## config.mk

```make
export PLATFORM = sky130hd
export DESIGN_NAME = eepc_top
export DESIGN_NICKNAME = d
export VERILOG_FILES = /design/src/core/eepc_pkg.sv /design/src/core/eepc_top.sv
export SDC_FILE = /design/constraint.sdc
export NUM_CORES = 2
export LEC_CHECK = 0
export ABC_AREA = 1
export BUFFER_PORTS_ARGS = -buffer_cell sky130_fd_sc_hd__buf_2
export CAP_MARGIN = 30
export CELL_PAD_IN_SITES_DETAIL_PLACEMENT = 1
export CELL_PAD_IN_SITES_GLOBAL_PLACEMENT = 1
export CORE_ASPECT_RATIO = 1.2
export CORE_MARGIN = 3
export CORE_UTILIZATION = 51
export DETAILED_ROUTE_END_ITERATION = 8
export HOLD_SLACK_MARGIN = 0.06
export PLACE_DENSITY_LB_ADDON = 0.1
export RECOVER_POWER = 25
export SLEW_MARGIN = 20
export SYNTH_ARGS = -nofsm -noshare
export SYNTH_HDL_FRONTEND = slang
export SYNTH_SLANG_ARGS = --single-unit
```

## constraint.sdc

```tcl
create_clock -name clock -period 4.4 [get_ports clock]
set_input_delay 0.66 -clock clock [delete_from_list [all_inputs] [get_ports clock]]
set_output_delay 0.66 -clock clock [all_outputs]
set_load 0.05 [all_outputs]
```

## src/core/eepc_pkg.sv

```systemverilog
// Package for the word-addressed nonvolatile store controller
package eepc_pkg;

	// Register byte offsets on the AXI4-Lite slave
	localparam logic [7:0] EEPC_OFF_ADDR   = 8'h00;
	localparam logic [7:0] EEPC_OFF_WDATA  = 8'h04;
	localparam logic [7:0] EEPC_OFF_RDATA  = 8'h08;
	localparam logic [7:0] EEPC_OFF_CMD    = 8'h0c;
	localparam logic [7:0] EEPC_OFF_STATUS = 8'h10;
	localparam logic [7:0] EEPC_OFF_SIZE   = 8'h14;
	localparam logic [7:0] EEPC_OFF_RIS    = 8'h18;
	localparam logic [7:0] EEPC_OFF_MIS    = 8'h1c;
	localparam logic [7:0] EEPC_OFF_IEN    = 8'h20;
	localparam logic [7:0] EEPC_OFF_ICLR   = 8'h24;
	localparam logic [7:0] EEPC_OFF_FMASK  = 8'h28;

	// Store geometry
	localparam int          EEPC_WORDS     = 64;
	localparam int          EEPC_AW        = 6;
	localparam logic [31:0] EEPC_SIZE_BYTES = 32'h0000_0100;
	localparam logic [31:0] EEPC_ERASED    = 32'hffff_ffff;

	// Command codes written to the command register
	localparam logic [1:0] EEPC_CMD_PROG  = 2'h1;
	localparam logic [1:0] EEPC_CMD_READ  = 2'h2;
	localparam logic [1:0] EEPC_CMD_ERASE = 2'h3;

	// Status flag positions
	localparam int EEPC_ST_INVPAR = 0;
	localparam int EEPC_ST_BUSY   = 1;
	localparam int EEPC_ST_NOPERM = 2;
	localparam int EEPC_ST_WCOPY  = 3;
	localparam int EEPC_ST_WERASE = 4;
	localparam int EEPC_ST_ACTIVE = 5;

	// Interrupt bit positions
	localparam int EEPC_INT_PROG  = 0;
	localparam int EEPC_FM_EEPROM = 2;

	// Cell program time, in ns, and its count at 20 MHz
	localparam int EEPC_CLK_NS    = 50;
	localparam int EEPC_PROG_NS   = 400;
	localparam int EEPC_PROG_CYC  = (EEPC_PROG_NS + EEPC_CLK_NS - 1)
		/ EEPC_CLK_NS;
	localparam logic [7:0] EEPC_PROG_CNT = 8'(EEPC_PROG_CYC);

	typedef enum logic [1:0] {
		EEPC_IDLE  = 2'b00,
		EEPC_PROG  = 2'b01,
		EEPC_ERASE = 2'b10
	} eepc_state_e;

	// AXI4-Lite slave-side outputs
	typedef struct packed {
		logic        awready;
		logic        wready;
		logic        bvalid;
		logic [1:0]  bresp;
		logic        arready;
		logic        rvalid;
		logic [31:0] rdata;
		logic [1:0]  rresp;
	} eepc_axi_out_s;

	// AXI4-Lite master-side inputs
	typedef struct packed {
		logic        awvalid;
		logic [7:0]  awaddr;
		logic        wvalid;
		logic [31:0] wdata;
		logic [3:0]  wstrb;
		logic        bready;
		logic        arvalid;
		logic [7:0]  araddr;
		logic        rready;
	} eepc_axi_in_s;

endpackage : eepc_pkg

```

## src/core/eepc_top.sv

```systemverilog
// Store controller: AXI4-Lite registers, program/erase engine, interrupt
//
// Overview of operation
// - With the enable and the flash mask set, every finished program or erase raises the irq.
// - With the enable clear, completions never drive the irq line.
// - The irq is one line shared with flash, gated by its own mask bit.
// - Software reads the completion bit raw or masked at two offsets.
// - Only one interrupt source exists; raw, masked, enable and clear use bit 0, the flash mask bit 2.
// - Mass erase writes all ones to every word and drops all protection.
// - A single-word program is taken at once and finishes in background.
// - Status has six flags: bad param, busy, no perm, copy, erase, active.
// - Status reads zero after a clean finish, flags while busy or failed.
// - Capacity in bytes is readable.
// - Erase runs to its end before completion; nonzero status is failure.
`timescale 1ns/1ps
module eepc_top (
	input  wire logic                    clock,
	input  wire logic                    rst,
	input  wire eepc_pkg::eepc_axi_in_s  axi_in,
	output eepc_pkg::eepc_axi_out_s      axi_out,
	output logic                         irq,
	output logic                         protect_clear
);
	import eepc_pkg::*;

	typedef struct packed {
		eepc_axi_out_s axi;
		eepc_state_e   state;
		logic [7:0]    cnt;
		logic [EEPC_AW-1:0] ptr;
		logic [31:0]   addr;
		logic [31:0]   wdata;
		logic [31:0]   rdata;
		logic [5:0]    status;
		logic          ris;
		logic          ien;
		logic          fmask;
		logic          irq;
		logic          unprot;
	} eepc_st_s;

	eepc_st_s st_reg;
	eepc_st_s st_next;
	logic [31:0] mem [EEPC_WORDS];

	logic        wr_go;
	logic        rd_go;
	logic [31:0] rd_val;
	logic        done;
	logic        mem_we;
	logic [EEPC_AW-1:0] mem_a;
	logic [31:0] mem_d;
	logic        bad_addr;

	assign wr_go = axi_in.awvalid && axi_in.wvalid && !st_reg.axi.bvalid;
	assign rd_go = axi_in.arvalid && !st_reg.axi.rvalid;
	assign bad_addr = (st_reg.addr[1:0] != 2'h0) ||
		(st_reg.addr >= EEPC_SIZE_BYTES);
	assign axi_out = st_reg.axi;
	assign irq = st_reg.irq;
	assign protect_clear = st_reg.unprot;

	////////////////////////////////////////////////////////////////////////
	// Read mux, raw and masked interrupt views
	always_comb begin
		rd_val = 32'h0;
		case (axi_in.araddr)
			EEPC_OFF_ADDR:   rd_val = st_reg.addr;
			EEPC_OFF_WDATA:  rd_val = st_reg.wdata;
			EEPC_OFF_RDATA:  rd_val = st_reg.rdata;
			EEPC_OFF_STATUS: rd_val = {26'h0, st_reg.status};
			EEPC_OFF_SIZE:   rd_val = EEPC_SIZE_BYTES;
			EEPC_OFF_RIS:    rd_val = {31'h0, st_reg.ris};
			EEPC_OFF_MIS:    rd_val = {31'h0, st_reg.ris & st_reg.ien};
			EEPC_OFF_IEN:    rd_val = {31'h0, st_reg.ien};
			EEPC_OFF_FMASK:  rd_val = {29'h0, st_reg.fmask, 2'h0};
			default:         rd_val = 32'h0;
		endcase
	end

	////////////////////////////////////////////////////////////////////////
	// Next-state logic: bus, engine, flags
	always_comb begin
		st_next = st_reg;
		done = 1'b0;
		mem_we = 1'b0;
		mem_a = st_reg.addr[EEPC_AW+1:2];
		mem_d = st_reg.wdata;
		st_next.unprot = 1'b0;
		st_next.axi.awready = 1'b0;
		st_next.axi.wready = 1'b0;
		st_next.axi.arready = 1'b0;
		if (st_reg.axi.bvalid && axi_in.bready)
			st_next.axi.bvalid = 1'b0;
		if (st_reg.axi.rvalid && axi_in.rready)
			st_next.axi.rvalid = 1'b0;

		// Engine runs first; its done flag sets ris below, after the bus clear, so the clear cannot hide it
		case (st_reg.state)
			EEPC_IDLE: begin
			end
			EEPC_PROG: begin
				st_next.cnt = st_reg.cnt - 8'h1;
				if (st_reg.cnt == 8'h1) begin
					mem_we = 1'b1;
					st_next.state = EEPC_IDLE;
					st_next.status = 6'h0;
					done = 1'b1;
				end
			end
			EEPC_ERASE: begin
				// One word per cycle; done only after the last word
				mem_we = 1'b1;
				mem_a = st_reg.ptr;
				mem_d = EEPC_ERASED;
				st_next.ptr = st_reg.ptr + 1'b1;
				if (st_reg.ptr == EEPC_AW'(EEPC_WORDS - 1)) begin
					st_next.state = EEPC_IDLE;
					st_next.status = 6'h0;
					st_next.unprot = 1'b1;
					done = 1'b1;
				end
			end
			default: st_next.state = EEPC_IDLE;
		endcase

		// Writes: both channels taken in the same cycle
		if (wr_go) begin
			st_next.axi.awready = 1'b1;
			st_next.axi.wready = 1'b1;
			st_next.axi.bvalid = 1'b1;
			st_next.axi.bresp = 2'b00;
			case (axi_in.awaddr)
				EEPC_OFF_ADDR:  st_next.addr = axi_in.wdata;
				EEPC_OFF_WDATA: st_next.wdata = axi_in.wdata;
				EEPC_OFF_IEN:   st_next.ien = axi_in.wdata[EEPC_INT_PROG];
				EEPC_OFF_FMASK: st_next.fmask = axi_in.wdata[EEPC_FM_EEPROM];
				EEPC_OFF_ICLR:
					if (axi_in.wdata[EEPC_INT_PROG])
						st_next.ris = 1'b0;
				EEPC_OFF_CMD:
					if (st_reg.state != EEPC_IDLE) begin
						st_next.status[EEPC_ST_BUSY] = 1'b1;
					end else if (axi_in.wdata[1:0] == EEPC_CMD_ERASE) begin
						st_next.state = EEPC_ERASE;
						st_next.ptr = '0;
						st_next.status = 6'h0;
						st_next.status[EEPC_ST_WERASE] = 1'b1;
						st_next.status[EEPC_ST_ACTIVE] = 1'b1;
					end else if (bad_addr) begin
						st_next.status = 6'h0;
						st_next.status[EEPC_ST_INVPAR] = 1'b1;
					end else if (axi_in.wdata[1:0] == EEPC_CMD_PROG) begin
						st_next.state = EEPC_PROG;
						st_next.cnt = EEPC_PROG_CNT;
						st_next.status = 6'h0;
						st_next.status[EEPC_ST_WCOPY] = 1'b1;
						st_next.status[EEPC_ST_ACTIVE] = 1'b1;
					end else if (axi_in.wdata[1:0] == EEPC_CMD_READ) begin
						st_next.rdata = mem[st_reg.addr[EEPC_AW+1:2]];
					end
				EEPC_OFF_STATUS, EEPC_OFF_SIZE, EEPC_OFF_RIS, EEPC_OFF_MIS,
				EEPC_OFF_RDATA: begin
				end
				default: st_next.axi.bresp = 2'b10;
			endcase
		end

		// Completion sets after the clear so set wins
		if (done)
			st_next.ris = 1'b1;

		if (rd_go) begin
			st_next.axi.arready = 1'b1;
			st_next.axi.rvalid = 1'b1;
			st_next.axi.rdata = rd_val;
			st_next.axi.rresp = 2'b00;
		end

		// Shared line: source enable and flash-side mask both needed
		st_next.irq = st_next.ris & st_next.ien & st_next.fmask;
	end

	////////////////////////////////////////////////////////////////////////
	// State register and storage array
	always_ff @(posedge clock) begin
		if (rst) begin
			st_reg <= '0;
			st_reg.state <= EEPC_IDLE;
			st_reg.fmask <= 1'b1;
		end else begin
			st_reg <= st_next;
		end
		if (mem_we)
			mem[mem_a] <= mem_d;
	end
endmodule : eepc_top

```

==> flow_summary.ini <==
[run_status]
status = finished, violations left
violations = capacitance limit, slew limit

[floorplanning]
die_w_um = 388
dieArea_sq_um = 180000
core_area_sq_um = 173000
rows = 167
die_h_um = 464
initial_utilization = 0.515
ioPinCount = 102

[global_route]
antenna_found_initial = 10
grt_usage = 0.311
grt_overflow = 0
grt_max_degree = 121
grt_pass1_vias = 64500
grt_pass1_wl_um = 417000

[setup_path]
worstRegToRegCells = 5
required_ns = 4.78
critPathKind = reg -> reg
worstSetupStartpointType = flop
regToRegSetupSlack_ns = 0.60
reg2reg_from = st_reg[121]
critPathCaptureType = flop
crit_arrival_ns = 4.18
path_max_fanout = 32
timing.rr.end = mem[49][1]

[synth]
synth_area_per_cell_sq_um = 11.6
dominantRegCellSynth = edfxtp_1
synth_cells = 7701
synth.cell_area_sq_um = 89300
ys_top_cells_by_area = edfxtp_1, nand3_1, nand2_1
yosys.cell_types.count = 41
yosys_warnings = 0
synth-seq-cells = 2214
seq_area_frac_synth = 0.726
synth-edff-count = 2048
synth_top_area_cell = edfxtp_1
async_flop_share = 0
netlist.area_leader.share = 0.689

[timing]
hold_viol_final = 0
tightest_slew_ns = 2.51
rsz0062_at_grt = false
max_freq_mhz = 263
hold_slack_ns = 0.112
layout_min_cycle_time_ns = 3.80
tns_ns = 0
setup_viol_count_final = 0
slew_viol_final = 1319
period_share = 0.864
relSlewSlack = -0.675
worst_clock_skew_ns = 0.0250

[cts]
numCtsBuffers = 215
cts-htree-levels = 4
cts_tree = done
clkLatencyLatePin_ns = 0.85
cts_sinks = 2214
cts_max_path_buffers = 3
cts_resized = 0
clk_pin_slew_ns = 0.06
root_buffer = clkbuf_16

[power_and_ir_drop]
p_leak_nw = 34.3
p_per_area_nw_per_um2 = 409
power_mw = 40.8
peakVddDrop_mv = 0.346

[placed_design]
dp_hpwl_um = 157000
port_buffers = 94
gp_congestion = 0.819
placed_area_sq_um = 93100

[route]
drc = 0
dr.pass1.iters = 5
ant_nets = 0
wl_um = 282000
vias = 62300
wl_per_cell_um = 27.8
viasPerCell = 6.12
drtIter0Drc = 6435

[flow_run]
drv_cap = 24

[min_path]
holdCritStartpoint = axi_in[36]
whs_endpoint = st_reg[96]
holdCritPathClass = in -> reg
hold-path-cell-count = 3

[finish]
layout-drive-gt1-share = 0.0823
largest_reg_flops = 2048
design_area_sq_um = 99900
nets = 7777
synthToLayoutAreaGrowth_pct = 11.9
==> worst max path at each step <==
| stage | end | startpoint | cells past startpoint |
|---|---|---|---|
| after floorplan | mem[0][0] | st_reg[121] | 8 |
| after global placement | mem[32][10] | st_reg[122] | 9 |
| after detailed placement | mem[32][1] | st_reg[122] | 9 |
| after CTS | mem[32][5] | st_reg[122] | 9 |
| after global routing | mem[49][1] | st_reg[121] | 5 |
| final | mem[49][1] | st_reg[121] | 5 |
==> cells in the final DEF, fill, tap and decap left out, types with 53 or more instances in the layout <==
master     synthesis  final
a211oi_1          65     65
buf_12             0     70
a21oi_1           74     74
clkbuf_1         121     93
dfxtp_1          166    160
nand3_1         1962   1962
clkbuf_16          0    222
nor2_4             1     64
inv_1            116    114
nand2_1         2403   2391
nor2_1           183    119
buf_2            287     53
clkinv_1           1     70
edfxtp_1        2048   2048
buf_4             56    115
==> routing by layer <==
metal	GRT usage	routed length [um]	share of wire	vias to the layer above
met4	0.125	11600	0.041	2
li1	-	-	-	27200
met5	0	8	0.000028	-
met2	0.511	135000	0.48	2487
met1	0.425	117000	0.41	32100
met3	0.0394	19300	0.068	507
==> synthesized netlist by cell type, drive strengths merged, types with 14 or more instances <==
| cell type | number |
|---|---|
| nor2 | 188 |
| nand3 | 1962 |
| buf | 418 |
| o211ai | 15 |
| a211oi | 65 |
| edfxtp | 2048 |
| o21ai | 36 |
| nand2 | 2406 |
| dfxtp | 166 |
| a21oi | 74 |
| inv | 121 |
| or2 | 14 |
| clkbuf | 121 |
| nand4 | 20 |
==> layout make-up <==
type,instances,area [sq um]
sequential,2214,64800
antenna,2,5.00
timing repair buffer,330,3080
clock inverter,128,990
fill,17500,73300
clock buffer,268,5760
multi-input combinational,4827,21900
inverter,123,498
tap,2281,2850
==> logic make-up after synthesis <==
logic type	after synthesis	synth area share
buffers and inverters	662	0.0346
other	1	0.0000420
DFF	2214	0.726
adders and majority gates	7	0.000981
AOI/OAI and AO/OA	203	0.0141
xor gates and xnor gates	7	0.000687
and+or+nand+nor	4607	0.223
==> critical path: stages, from the launching register on <==
cell	delay, ns
dfxtp_1	0.33
inv_1	0.11
ha_1	0.21
buf_4	0.25
or2_0	0.99
clkbuf_1	1.38
==> power breakdown <==
part / internal (mW) / switching (mW) / total, mW
registers: 22.6 / 0.00297 / 22.6
clock network: 10.1 / 7.90 / 18.0
logic: 0.0594 / 0.148 / 0.207
==> what timing repair did <==
action,4_1_cts,5_1_grt
endpoints found under the setup margin,0,0
endpoints found under the hold margin,35,0
buffers inserted,0,0
hold buffers,21,0
==> through the flow <==
step	utilization	setup slack, ns	instances
after floorplan	-	1.16	7703
after global placement	0.537	1.01	9745
after detailed placement	0.538	0.884	9752
after CTS	0.578	0.846	10200
after global routing	0.577	0.360	10200
final	0.577	0.600	10200
No activity file was read; power rests on OpenSTA's default activity.
